File: src/pkg/pcls_consts.vh
`ifndef PCLS_CONSTS_VH
`define PCLS_CONSTS_VH

// Timing of the load sequence
`define PCLS_CLK_PERIOD_PS 5000
`define PCLS_LOAD_TIME_US 100
`define PCLS_LOAD_CYCLES ((`PCLS_LOAD_TIME_US * 1000000) / `PCLS_CLK_PERIOD_PS)
`define PCLS_NUM_ADDR 200
`define PCLS_ADDR_W 8
`define PCLS_DATA_W 32

// Operations requested over the scan port
`define PCLS_OP_W 3
`define PCLS_OP_READ 3'h0
`define PCLS_OP_PROGRAM 3'h1
`define PCLS_OP_ERASE 3'h2
`define PCLS_OP_SET_RP 3'h3
`define PCLS_OP_SET_WP 3'h4

// Instruction register codes (values arbitrary)
`define PCLS_IR_W 8
`define PCLS_IR_EXTEST 8'h00
`define PCLS_IR_SAMPLE 8'h01
`define PCLS_IR_INTERNAL_TEST_MODE 8'h02
`define PCLS_IR_USERCODE 8'hFD
`define PCLS_IR_IDCODE 8'hFE
`define PCLS_IR_HIGHZ 8'hFC
`define PCLS_IR_CLAMP 8'hFA
`define PCLS_IR_BYPASS 8'hFF
`define PCLS_IR_ISP_ENTER 8'hE8
`define PCLS_IR_ISP_EXIT 8'hF0
`define PCLS_IR_UNLOCK_A 8'hE5
`define PCLS_IR_UNLOCK_B 8'hE6

// Decoded instruction classes
`define PCLS_CL_W 4
`define PCLS_CL_BYPASS 4'h0
`define PCLS_CL_EXTEST 4'h1
`define PCLS_CL_SAMPLE 4'h2
`define PCLS_CL_USERCODE 4'h3
`define PCLS_CL_INTERNAL_TEST_MODE 4'h4
`define PCLS_CL_IDCODE 4'h5
`define PCLS_CL_HIGHZ 4'h6
`define PCLS_CL_CLAMP 4'h7
`define PCLS_CL_ISP_ENTER 4'h8
`define PCLS_CL_ISP_EXIT 4'h9
`define PCLS_CL_UNLOCK_A 4'hA
`define PCLS_CL_UNLOCK_B 4'hB

`endif

File: src/core/pcls_loader.v
// Overview of operation
// Before supply is good, stay quiescent: pins, scan port off, outputs pulled up.
// After supply good, initialise all user registers and become ready.
// Erased device: outputs disabled with pull-up, scan port enabled.
// Programmed device: pins as configured, scan port stays enabled.
// Inputs, clocks, logic blocks enabled only in valid user operation.
// Loading starts only once the supply-good indication is seen.
// Loading is stepped by a state machine on the on-chip clock.
// Full load lasts about 100 us, a parameterised cycle count.
// All configuration latches are cleared before any bit is loaded.
// Step every address, strobe its latches, then enable the pins.
// Four security combinations from read-protect and write-protect bits.
// Read protection refuses readback of the stored pattern.
// Read protection refuses programming but still allows erase.
// Only a full erase clears read protection.
// Write protection blocks erase and program until an unlock sequence.
// Decode the standard scan instructions plus private programming ones.
// Outside valid user operation pin hold acts as pull-up.
// During in-system programming all user pins are high impedance, pulled up.
// Synchronise supply good; a done flag gates entry to user operation.
// Erase clears both protections and leaves the device erased.
`timescale 1ns/1ps
`include "pcls_consts.vh"
`default_nettype none

module pcls_loader #(
   parameter LOAD_CYCLES = `PCLS_LOAD_CYCLES,
   parameter NUM_ADDR = `PCLS_NUM_ADDR,
   parameter ADDR_W = `PCLS_ADDR_W,
   parameter DATA_W = `PCLS_DATA_W
)(
   input wire clk,
   input wire rst_n,
   input wire ce,
   input wire core_supply_good,
   input wire [DATA_W-1:0] nv_data,
   input wire nv_programmed,
   input wire nv_read_prot,
   input wire nv_write_prot,
   input wire [`PCLS_IR_W-1:0] scan_instr,
   input wire scan_instr_update,
   input wire req_valid,
   input wire [`PCLS_OP_W-1:0] req_op,
   output reg [ADDR_W-1:0] nv_addr_r,
   output reg nv_rd_en_r,
   output reg latch_clear_r,
   output reg latch_strobe_r,
   output reg [ADDR_W-1:0] latch_addr_r,
   output reg [DATA_W-1:0] latch_data_r,
   output reg cfg_done_r,
   output reg user_regs_init_r,
   output reg scan_port_en_r,
   output reg pin_out_en_r,
   output reg pin_pullup_r,
   output reg pin_bus_hold_r,
   output reg pin_in_en_r,
   output reg logic_en_r,
   output reg in_system_programming_r,
   output reg internal_test_mode_r,
   output reg [`PCLS_CL_W-1:0] instr_class_r,
   output reg read_prot_r,
   output reg write_prot_r,
   output reg programmed_r,
   output reg op_grant_r,
   output reg op_refuse_r,
   output reg [`PCLS_OP_W-1:0] op_code_r
);

   localparam [3:0] S_OFF = 4'h1;
   localparam [3:0] S_CLR = 4'h2;
   localparam [3:0] S_LOAD = 4'h4;
   localparam [3:0] S_DONE = 4'h8;
   localparam STEP_CYCLES = (LOAD_CYCLES / NUM_ADDR) < 2 ? 2 : (LOAD_CYCLES / NUM_ADDR);
   localparam [ADDR_W-1:0] LAST_ADDR = NUM_ADDR[ADDR_W-1:0] - 1'b1;
   localparam [31:0] LAST_STEP = STEP_CYCLES - 1;

   function [`PCLS_CL_W-1:0] pcls_decode;
      input [`PCLS_IR_W-1:0] ir;
      begin
         case (ir)
            `PCLS_IR_EXTEST: pcls_decode = `PCLS_CL_EXTEST;
            `PCLS_IR_SAMPLE: pcls_decode = `PCLS_CL_SAMPLE;
            `PCLS_IR_INTERNAL_TEST_MODE: pcls_decode = `PCLS_CL_INTERNAL_TEST_MODE;
            `PCLS_IR_USERCODE: pcls_decode = `PCLS_CL_USERCODE;
            `PCLS_IR_IDCODE: pcls_decode = `PCLS_CL_IDCODE;
            `PCLS_IR_HIGHZ: pcls_decode = `PCLS_CL_HIGHZ;
            `PCLS_IR_CLAMP: pcls_decode = `PCLS_CL_CLAMP;
            `PCLS_IR_ISP_ENTER: pcls_decode = `PCLS_CL_ISP_ENTER;
            `PCLS_IR_ISP_EXIT: pcls_decode = `PCLS_CL_ISP_EXIT;
            `PCLS_IR_UNLOCK_A: pcls_decode = `PCLS_CL_UNLOCK_A;
            `PCLS_IR_UNLOCK_B: pcls_decode = `PCLS_CL_UNLOCK_B;
            default: pcls_decode = `PCLS_CL_BYPASS;
         endcase
      end
   endfunction

   reg supply_meta_r;
   reg supply_sync_r;
   reg [3:0] state_r;
   reg [3:0] state_nxt;
   reg [31:0] step_r;
   reg unlock_armed_r;
   wire step_end;
   wire user_mode;
   wire [`PCLS_CL_W-1:0] dec_class;

   assign step_end = (step_r == LAST_STEP);
   assign dec_class = pcls_decode(scan_instr);
   // Valid user operation needs a finished load of a programmed pattern
   assign user_mode = cfg_done_r & programmed_r & ~in_system_programming_r
      & ~internal_test_mode_r;

   // Two-stage supply sync
   always @(posedge clk)
   begin
      if (!rst_n)
      begin
         supply_meta_r <= 1'b0;
         supply_sync_r <= 1'b0;
      end
      else if (ce)
      begin
         supply_meta_r <= core_supply_good;
         supply_sync_r <= supply_meta_r;
      end
   end

   always @*
   begin
      state_nxt = state_r;
      case (state_r)
         S_OFF:
            if (supply_sync_r)
               state_nxt = S_CLR;
         S_CLR:
            state_nxt = S_LOAD;
         S_LOAD:
            if (step_end && nv_addr_r == LAST_ADDR)
               state_nxt = S_DONE;
         S_DONE:
            state_nxt = S_DONE;
         default:
            state_nxt = S_OFF;
      endcase
      if (!supply_sync_r)
         state_nxt = S_OFF;
   end

   // Load sequencer on the on-chip clock
   always @(posedge clk)
   begin
      if (!rst_n)
      begin
         state_r <= S_OFF;
         step_r <= 32'h0;
         nv_addr_r <= {ADDR_W{1'b0}};
         nv_rd_en_r <= 1'b0;
         latch_clear_r <= 1'b0;
         latch_strobe_r <= 1'b0;
         latch_addr_r <= {ADDR_W{1'b0}};
         latch_data_r <= {DATA_W{1'b0}};
         cfg_done_r <= 1'b0;
         user_regs_init_r <= 1'b0;
      end
      else if (ce)
      begin
         state_r <= state_nxt;
         latch_clear_r <= 1'b0;
         latch_strobe_r <= 1'b0;
         case (state_r)
            S_OFF:
            begin
               step_r <= 32'h0;
               nv_addr_r <= {ADDR_W{1'b0}};
               nv_rd_en_r <= 1'b0;
               cfg_done_r <= 1'b0;
               user_regs_init_r <= 1'b0;
               if (state_nxt == S_CLR)
                  latch_clear_r <= 1'b1;
            end
            S_CLR:
            begin
               nv_rd_en_r <= 1'b1;
               step_r <= 32'h0;
            end
            S_LOAD:
            begin
               if (step_end)
               begin
                  // Strobe the word for this address into its latches
                  latch_strobe_r <= 1'b1;
                  latch_addr_r <= nv_addr_r;
                  latch_data_r <= nv_data;
                  step_r <= 32'h0;
                  if (nv_addr_r == LAST_ADDR)
                     nv_rd_en_r <= 1'b0;
                  else
                     nv_addr_r <= nv_addr_r + {{(ADDR_W-1){1'b0}}, 1'b1};
               end
               else
                  step_r <= step_r + 32'h1;
            end
            S_DONE:
            begin
               cfg_done_r <= 1'b1;
               user_regs_init_r <= 1'b1;
            end
            default:
               step_r <= 32'h0;
         endcase
         if (!supply_sync_r)
         begin
            cfg_done_r <= 1'b0;
            user_regs_init_r <= 1'b0;
            nv_rd_en_r <= 1'b0;
         end
      end
   end

   // Scan instruction decode, programming mode and security state
   always @(posedge clk)
   begin
      if (!rst_n)
      begin
         instr_class_r <= `PCLS_CL_BYPASS;
         in_system_programming_r <= 1'b0;
         internal_test_mode_r <= 1'b0;
         unlock_armed_r <= 1'b0;
         read_prot_r <= 1'b0;
         write_prot_r <= 1'b0;
         programmed_r <= 1'b0;
         op_grant_r <= 1'b0;
         op_refuse_r <= 1'b0;
         op_code_r <= `PCLS_OP_READ;
      end
      else if (ce)
      begin
         op_grant_r <= 1'b0;
         op_refuse_r <= 1'b0;
         if (state_r == S_CLR)
         begin
            // Protection and pattern state come from the array
            programmed_r <= nv_programmed;
            read_prot_r <= nv_read_prot;
            write_prot_r <= nv_write_prot;
         end
         if (!cfg_done_r)
         begin
            // Scan port disabled while quiescent
            instr_class_r <= `PCLS_CL_BYPASS;
            in_system_programming_r <= 1'b0;
            internal_test_mode_r <= 1'b0;
            unlock_armed_r <= 1'b0;
         end
         else
         begin
            if (scan_instr_update)
            begin
               instr_class_r <= dec_class;
               internal_test_mode_r <= (dec_class == `PCLS_CL_INTERNAL_TEST_MODE);
               if (dec_class == `PCLS_CL_ISP_ENTER)
                  in_system_programming_r <= 1'b1;
               else if (dec_class == `PCLS_CL_ISP_EXIT)
                  in_system_programming_r <= 1'b0;
               // Two consecutive private instructions release write protection
               unlock_armed_r <= (dec_class == `PCLS_CL_UNLOCK_A);
               if (dec_class == `PCLS_CL_UNLOCK_B && unlock_armed_r)
                  write_prot_r <= 1'b0;
            end
            if (req_valid)
            begin
               op_code_r <= req_op;
               case (req_op)
                  `PCLS_OP_READ:
                  begin
                     op_grant_r <= in_system_programming_r & ~read_prot_r;
                     op_refuse_r <= ~in_system_programming_r | read_prot_r;
                  end
                  `PCLS_OP_ERASE:
                  begin
                     // Read protection does not block erase
                     op_grant_r <= in_system_programming_r & ~write_prot_r;
                     op_refuse_r <= ~in_system_programming_r | write_prot_r;
                     if (in_system_programming_r && !write_prot_r)
                     begin
                        read_prot_r <= 1'b0;
                        write_prot_r <= 1'b0;
                        programmed_r <= 1'b0;
                     end
                  end
                  `PCLS_OP_PROGRAM,
                  `PCLS_OP_SET_RP,
                  `PCLS_OP_SET_WP:
                  begin
                     op_grant_r <= in_system_programming_r & ~read_prot_r
                        & ~write_prot_r;
                     op_refuse_r <= ~in_system_programming_r | read_prot_r
                        | write_prot_r;
                     if (in_system_programming_r && !read_prot_r && !write_prot_r)
                     begin
                        if (req_op == `PCLS_OP_PROGRAM)
                           programmed_r <= 1'b1;
                        else if (req_op == `PCLS_OP_SET_RP)
                           read_prot_r <= 1'b1;
                        else
                           write_prot_r <= 1'b1;
                     end
                  end
                  default:
                     op_refuse_r <= 1'b1;
               endcase
            end
         end
      end
   end

   // Pin and block enables by operating mode
   always @(posedge clk)
   begin
      if (!rst_n)
      begin
         scan_port_en_r <= 1'b0;
         pin_out_en_r <= 1'b0;
         pin_pullup_r <= 1'b1;
         pin_bus_hold_r <= 1'b0;
         pin_in_en_r <= 1'b0;
         logic_en_r <= 1'b0;
      end
      else if (ce)
      begin
         scan_port_en_r <= cfg_done_r;
         pin_out_en_r <= user_mode;
         pin_pullup_r <= ~user_mode;
         pin_bus_hold_r <= user_mode;
         pin_in_en_r <= user_mode;
         logic_en_r <= user_mode;
      end
   end

endmodule // pcls_loader

`default_nettype wire

File: config.mk
export PLATFORM = sky130hd
export DESIGN_NAME = pcls_loader
export DESIGN_NICKNAME = d
export VERILOG_FILES = /design/src/core/pcls_loader.v
export VERILOG_INCLUDE_DIRS = /design/src /design/src/pkg
export SDC_FILE = /design/constraint.sdc
export NUM_CORES = 1
export LEC_CHECK = 0
export ABC_AREA = 1
export BUFFER_PORTS_ARGS = -buffer_cell sky130_fd_sc_hd__buf_4
export CORE_MARGIN = 2
export CORE_UTILIZATION = 40
export CTS_BUF_LIST = sky130_fd_sc_hd__clkbuf_16
export DETAILED_ROUTE_END_ITERATION = 10
export PLACE_DENSITY = 0.61
export RECOVER_POWER = 50
export SLEW_MARGIN = 20
export SYNTH_ARGS = -nofsm -noshare
export SYNTH_HDL_FRONTEND = slang
export SYNTH_SLANG_ARGS = --single-unit
File: constraint.sdc
create_clock -name clk -period 3.15 [get_ports clk]
set_input_delay 0.63 -clock clk [delete_from_list [all_inputs] [get_ports clk]]
set_output_delay 0.63 -clock clk [all_outputs]
set_load 0.05 [all_outputs]
==> results of run 1 <==
[through the flow]
step,util (%),setup WS (ps),area (um2)
after detailed placement,48.7,815,6470
after CTS,50.8,1070,6750
after global routing,48.8,549,6490
after floorplan,-,1250,5470
final,48.8,804,6490
after global placement,48.7,870,6470
[per-layer routing]
| metal | global-route usage [%] | vias up | wire length, um |
|---|---|---|---|
| met3 | 7.24 | 18 | 1060 |
| met5 | 0 | - | 0 |
| li1 | - | 2945 | - |
| met2 | 31.6 | 161 | 6280 |
| met4 | 6.32 | 0 | 290 |
| met1 | 29.5 | 2490 | 7180 |
[report_power, final]
group          leakage [uW]  switching [uW]  internal (uW)
clock              0.000127             533            540
combinational       0.00172             120           68.2
sequential         0.000872            12.3           1380
total               0.00272             665           1980
[worst min-delay path by stage]
stage / start / slack (ps) / endpoint / depth (start not counted)
floorplan: unlock_armed_r$_SDFFE_PN0P_ / 450 / unlock_armed_r$_SDFFE_PN0P_ / 2
global placement: scan_port_en_r$_SDFFE_PN0P_ / 460 / scan_port_en_r$_SDFFE_PN0P_ / 2
detailed placement: op_grant_r$_SDFFE_PN0P_ / 460 / op_grant_r$_SDFFE_PN0P_ / 2
CTS: op_grant_r$_SDFFE_PN0P_ / 470 / op_grant_r$_SDFFE_PN0P_ / 2
global route: nv_data[1] / 480 / latch_data_r[1]$_SDFFE_PN0P_ / 3
finish: op_grant_r$_SDFFE_PN0P_ / 460 / op_grant_r$_SDFFE_PN0P_ / 2
[flip-flops by register name (all words and copies together) (netlist names), 3 cells and up]
register	cells
step_r	32
latch_data_r	32
op_code_r	3
instr_class_r	4
state_r	4
latch_addr_r	8
nv_addr_r	8
[worst min-delay path: stages (launching register included)]
cell     delay, ps
dfxtp_1        310
nand2_1         60
a21oi_1         50
[logic make-up after synthesis]
family	share of synthesized area, %
AOI/OAI and AO/OA	11.7
xor gates and xnor gates	1.60
adders and majority gates	0.457
buffers and inverters	8.53
DFF	39.5
and+or+nand+nor	38.2
[cell type report]
cell class / instances / area (um2) / share of cell area, %
multi-input combinational: 632 / 2840 / 43.8
timing repair buffer: 126 / 684 / 10.6
clock buffer: 9 / 225 / 3.47
sequential: 108 / 2160 / 33.3
inverter: 79 / 299 / 4.61
clock inverter: 7 / 51.3 / 0.791
tap: 176 / 220 / 3.40
[layout by cell type, fill, tap and decap left out, drive strengths merged, types with 9 or more instances in the layout]
master / instances
a21oi: 49
buf: 56
clkbuf: 79
dfxtp: 108
inv: 77
nand2: 192
nand3: 46
nand4: 28
nor2: 196
nor3: 23
o21ai: 66
xor2: 9
==> impl_metrics.env, run 1 <==
export IMPL_drt_first_iter_violations=399
export IMPL_critPathMaxStageDelay_ps=650
export IMPL_finalWeightedCongestion=0.894
export IMPL_fin_tns_setup_ps=0
export IMPL_critical_path_top_delay_family="simple AND/OR/NAND/NOR gates"
export IMPL_track_usage_pct=21.4
export IMPL_finalPower_uw=2650
export IMPL_n_fill_cell=1431
export IMPL_numPortBuffers=124
export IMPL_slew_limit_headroom_pct=29.4
export IMPL_synth_ff_latch_count=108
export IMPL_startpoint="state_r[0]$_SDFFE_PN1P_"
export IMPL_drt_total_wl_um=14800
export IMPL_insertion_delay_ps=350
export IMPL_synth_edff_count=0
export IMPL_die_height_um=121
export IMPL_cts_inserted_buffers=9
export IMPL_layout_nets=1010
export IMPL_fp_coreArea_um2=13300
export IMPL_grt_first_pass_wirelength_um=25500
export IMPL_p_leak_uw=0.00272
export IMPL_route_detailed_wl_per_inst_um=13.0
export IMPL_drt_pre_antenna_iters=6
export IMPL_max_freq_ghz=0.426
export IMPL_cts_hold_buf=0
export IMPL_hold_class="reg2reg"
export IMPL_crit_chain="nor2_2 > nand2_1 > nand2_2 > inv_1 > nand3_1 > nor2_1 > nand3_1 > nand2_1 > nor3b_1"
export IMPL_timing_hold_ws_ps=464
export IMPL_yosysWarningCount=0
export IMPL_mappedNetlistNets=904
export IMPL_critical_path_cell_count=9
export IMPL_grt_max_degree=55
export IMPL_yosys_cell_count_top_type="nor2_1"
export IMPL_final_period_utilization_pct=74.5
export IMPL_cts_path_max_buffers=2
export IMPL_finalSetupViolCount=0
export IMPL_antenna_found_initial=0
export IMPL_avgSynthCellArea_um2=6.44
export IMPL_total_buffers_and_inverters_traversed_by_the_critical_path=1
export IMPL_clock_skew_ps=9.51
export IMPL_final_antenna_net_count=0
export IMPL_synth_cells=850
export IMPL_die_area_um2=14600
export IMPL_drive_gt1_share_pct=10.9
export IMPL_num_antenna_cells=0
export IMPL_detail_route_vias_per_cell=4.94
export IMPL_vdd_ir_drop_worst_uv=243
export IMPL_outcome="complete, no violations"
export IMPL_post_layout_min_period_ps=2350
export IMPL_start_util_pct=41.2
export IMPL_placed_cells=1121
export IMPL_async_flop_share_pct=0
export IMPL_vias=5614
export IMPL_detailed_place_hpwl_um=10700
export IMPL_synth_top_cells_by_area="dfxtp_1 40%, nor2_1 13%, nand2_1 13%"
export IMPL_ff2ff_path_depth=9
export IMPL_path_max_fanout=26
export IMPL_worst_setup_path_endpoint="step_r[13]$_SDFFE_PN0P_"
export IMPL_die_x_um=121
export IMPL_h_tree_depth=3
export IMPL_start_kind="register"
export IMPL_global_route_overflow_total=0
export IMPL_criticalPathCategory="reg2reg"
export IMPL_worst_endpoint_required_ps=3420
export IMPL_tightest_slew_ps=1060
export IMPL_cts_root_buf="clkbuf_16"
export IMPL_timing_rr_start="state_r[0]$_SDFFE_PN1P_"
export IMPL_critical_path_slowest_cell="inv_1"
export IMPL_rrSetupSlack_ps=800
export IMPL_synthFlopType="dfxtp_1"
export IMPL_power_per_cell_area_nw_per_um2=408
export IMPL_tritoncts="built"
export IMPL_drv_max_cap_violation_count=0
export IMPL_netlist_top_cells_count="193 x nor2_1, 187 x nand2_1, 108 x dfxtp_1"
export IMPL_worst_setup_hold_path_clk_slew_ps=70
export IMPL_mappedNetlistArea_um2=5470
export IMPL_synth_distinct_cells=35
export IMPL_cp_arrival_ps=2620
export IMPL_num_io_pins=125
export IMPL_rsz0062_at_grt="no"
export IMPL_rr_endpoint="step_r[13]$_SDFFE_PN0P_"
export IMPL_final_hold_viol_count=0
export IMPL_synth_top_area_share_pct=39.5
export IMPL_final_instance_count_excl_fill=1137
export IMPL_remaining_drc_errors=0
export IMPL_cts_resized=0
export IMPL_number_of_global_route_vias_before_repair=5301
export IMPL_synth_seq_area_share_pct=39.5
export IMPL_synth_largest_area_cell="dfxtp_1"
export IMPL_cts_sinks=108
export IMPL_rows=42
export IMPL_timing_critical_path_to_type="register"
export IMPL_cts_post_setup_buffers_inserted=0
export IMPL_report_final_slew_viol_count=0
export IMPL_area_added_between_synthesis_and_finish_pct=18.5
No activity file was read; power rests on OpenSTA's default activity.
==> inputs of run 2 (changes only) <==
--- a/config.mk
+++ b/config.mk
@@ -6,13 +6,13 @@
 export SDC_FILE = /design/constraint.sdc
 export NUM_CORES = 1
 export LEC_CHECK = 0
-export ABC_AREA = 1
+export ABC_AREA = 0
 export BUFFER_PORTS_ARGS = -buffer_cell sky130_fd_sc_hd__buf_4
 export CORE_MARGIN = 2
 export CORE_UTILIZATION = 40
 export CTS_BUF_LIST = sky130_fd_sc_hd__clkbuf_16
 export DETAILED_ROUTE_END_ITERATION = 10
-export PLACE_DENSITY = 0.61
+export PLACE_DENSITY = 0.62
 export RECOVER_POWER = 50
 export SLEW_MARGIN = 20
 export SYNTH_ARGS = -nofsm -noshare
==> constraint.sdc (replaced) <==
create_clock -name clk -period 2.4 [get_ports clk]
set_input_delay 0.48 -clock clk [delete_from_list [all_inputs] [get_ports clk]]
set_output_delay 0.48 -clock clk [all_outputs]
set_load 0.05 [all_outputs]
==> impl_metrics.env, run 2 <==
export IMPL_outcome="complete, no violations"
export IMPL_finalWeightedCongestion=0.838
export IMPL_cp_arrival_ps=2490
export IMPL_grt_first_pass_wirelength_um=20900
export IMPL_final_design_area_no_fill_um2=6320
export IMPL_fp_coreArea_um2=12700
export IMPL_timing_critical_path_to_type="register"
export IMPL_num_antenna_cells=0
export IMPL_synth_largest_area_cell="dfxtp_1"
export IMPL_synth_distinct_cells=68
export IMPL_hold_class="in2reg"
export IMPL_cts_path_max_buffers=2
export IMPL_route_detailed_wl_per_inst_um=14.5
export IMPL_ff2ff_path_depth=6
export IMPL_start_kind="register"
export IMPL_final_hold_viol_count=0
export IMPL_final_antenna_net_count=0
export IMPL_p_leak_uw=0.00209
export IMPL_vias=4444
export IMPL_cts_inserted_buffers=9
export IMPL_drt_total_wl_um=12300
export IMPL_drive_gt1_share_pct=15.3
export IMPL_synthFlopType="dfxtp_1"
export IMPL_insertion_delay_ps=360
export IMPL_synth_edff_count=0
export IMPL_antenna_found_initial=0
export IMPL_grt_max_degree=45
export IMPL_power_per_cell_area_nw_per_um2=560
export IMPL_synth_xor_area_share_pct=5.04
export IMPL_synth_cells=560
export IMPL_slew_limit_headroom_pct=24.6
export IMPL_drt_pre_antenna_iters=4
export IMPL_track_usage_pct=18.2
export IMPL_vdd_ir_drop_worst_uv=319
export IMPL_n_fill_cell=1306
export IMPL_finalSetupViolCount=0
export IMPL_global_route_overflow_total=0
export IMPL_max_freq_ghz=0.454
export IMPL_synth_top_area_share_pct=41.5
export IMPL_layout_cells_most_common="dfxtp_1"
export IMPL_number_of_instances_on_the_worst_hold_path=3
export IMPL_numPortBuffers=124
export IMPL_layout_nets=727
export IMPL_mappedNetlistArea_um2=5210
export IMPL_reg_top3="latch_data_r (32), step_r (32)"
export IMPL_fin_tns_setup_ps=0
export IMPL_mappedNetlistNets=614
export IMPL_worst_endpoint_required_ps=2690
export IMPL_fraction_of_power_spent_switching_nets_pct=23.1
export IMPL_remaining_drc_errors=0
export IMPL_cts_sinks=108
export IMPL_path_max_fanout=17
export IMPL_p_comb_share_pct=5.9
export IMPL_die_height_um=118
export IMPL_yosys_area_share_simple_pct=29.6
export IMPL_worst_setup_hold_path_clk_slew_ps=70
export IMPL_avgSynthCellArea_um2=9.31
export IMPL_yosysWarningCount=0
export IMPL_netlist_top_cells_count="108 x dfxtp_1, 53 x nor2b_1, 48 x mux2i_1"
export IMPL_final_period_utilization_pct=91.8
export IMPL_die_x_um=118
export IMPL_async_flop_share_pct=0
export IMPL_start_util_pct=41.1
export IMPL_placement_cell_area_um2=6290
export IMPL_h_tree_depth=3
export IMPL_drv_max_cap_violation_count=0
export IMPL_detailed_place_hpwl_um=8790
export IMPL_synth_fa_ha_area_share_pct=0.672
export IMPL_largest_family_of_logic_cells_by_synthesized_area="simple AND/OR/NAND/NOR gates"
export IMPL_number_of_global_route_vias_before_repair=4290
export IMPL_tightest_slew_ps=1130
export IMPL_mostFrequentLayoutCells="108 x dfxtp_1, 74 x clkbuf_1, 61 x buf_4, 53 x nor2b_1, 48 x mux2i_1"
export IMPL_cts_post_setup_buffers_inserted=0
export IMPL_die_area_um2=14000
export IMPL_seqPwrFrac_pct=50.9
export IMPL_mux_share_of_post_synthesis_cell_area_pct=9.43
export IMPL_detail_route_vias_per_cell=5.23
export IMPL_power_clock_fraction_pct=43.2
export IMPL_num_io_pins=125
export IMPL_rows=41
export IMPL_cts_root_buf="clkbuf_16"
export IMPL_drt_first_iter_violations=285
export IMPL_clock_skew_ps=10.8
export IMPL_internal_power_uw=2720
export IMPL_synth_top_cells_by_area="dfxtp_1 41%, mux2i_1 9.2%, nor2b_1 6.4%"
export IMPL_report_final_slew_viol_count=0
export IMPL_power_net_switching_uw=819
export IMPL_synth_seq_area_share_pct=41.5
export IMPL_tritoncts="built"
export IMPL_area_added_between_synthesis_and_finish_pct=21.2
export IMPL_synth_compound_area_share_pct=9.22
export IMPL_post_layout_min_period_ps=2200
export IMPL_rsz0062_at_grt="no"
export IMPL_synth_ff_latch_count=108
export IMPL_criticalPathCategory="reg2reg"
export IMPL_yosys_cell_count_top_type="dfxtp_1"
==> run 2: final cells by class <==
type,instances,area [um2],area share [%]
clock inverters,7,77.6,1.23
well taps,172,215,3.41
inverters,11,41.3,0.653
flip-flops and latches,108,2160,34.2
repair buffers,137,776,12.3
clock buffers,9,225,3.56
multi-input cells,406,2820,44.7
==> run 2: logic make-up after synthesis <==
kind of cell,count (synthesis)
adder cells (fa/ha/maj),3
multiplexers,49
buffers and inverters,46
flip-flops,108
AND/OR/NAND/NOR,250
XOR/XNOR,30
AO/OA/AOI/OAI,74
==> run 2: final timing paths <==
check | from | endpoint | slack (ps)
max | step_r[1]$_SDFFE_PN0P_ | nv_addr_r[3]$_SDFFE_PN0P_ | 200
min | nv_data[22] | latch_data_r[22]$_SDFFE_PN0P_ | 370
max reg2reg | step_r[1]$_SDFFE_PN0P_ | nv_addr_r[3]$_SDFFE_PN0P_ | 200
min reg2reg | unlock_armed_r$_SDFFE_PN0P_ | unlock_armed_r$_SDFFE_PN0P_ | 470
==> run 2: per-stage QoR <==
stage	worst slack (ps)	util, %	cells	hold slack, ps	power [uW]
2_1_floorplan	104	-	560	442	1950
6_report	198	49.9	850	372	3540
3_3_place_gp	195	49.6	834	458	2050
4_1_cts	132	52.0	850	359	3590
5_1_grt	54.9	49.9	850	362	3690
3_5_place_dp	143	49.6	834	466	2060
==> run 2: timing repair <==
item / in CTS / in global routing
gates resized for setup: 0 / 2
hold endpoints to repair: 0 / 0
hold buffers: 0 / 0
setup endpoints to repair: 0 / 4
==> run 2: metal layers <==
metal | GRT usage, % | part of all wire (%) | vias up
met3 | 7.82 | 6.7 | 9
met4 | 4.14 | 0.92 | 0
li1 | - | - | 2228
met5 | 0 | 0 | -
met1 | 21.7 | 44 | 2109
met2 | 30.1 | 48 | 98
==> run 2: power by group through the flow <==
| stage | Clock, uW | Combinational [uW] | Sequential [uW] |
|---|---|---|---|
| after floorplan | 0 | 93.1 | 1850 |
| after detailed placement | 0 | 210 | 1850 |
| after global placement | 0 | 206 | 1840 |
| after global routing | 1660 | 228 | 1800 |
| after CTS | 1570 | 211 | 1800 |
| final | 1530 | 208 | 1800 |
==> run 2: worst max-delay path: stages, from the launching register on <==
cell	delay, ps
dfxtp_1	340
ha_1	170
nor4b_1	260
nand4_1	270
o21a_2	380
or4_1	540
a21oi_1	160
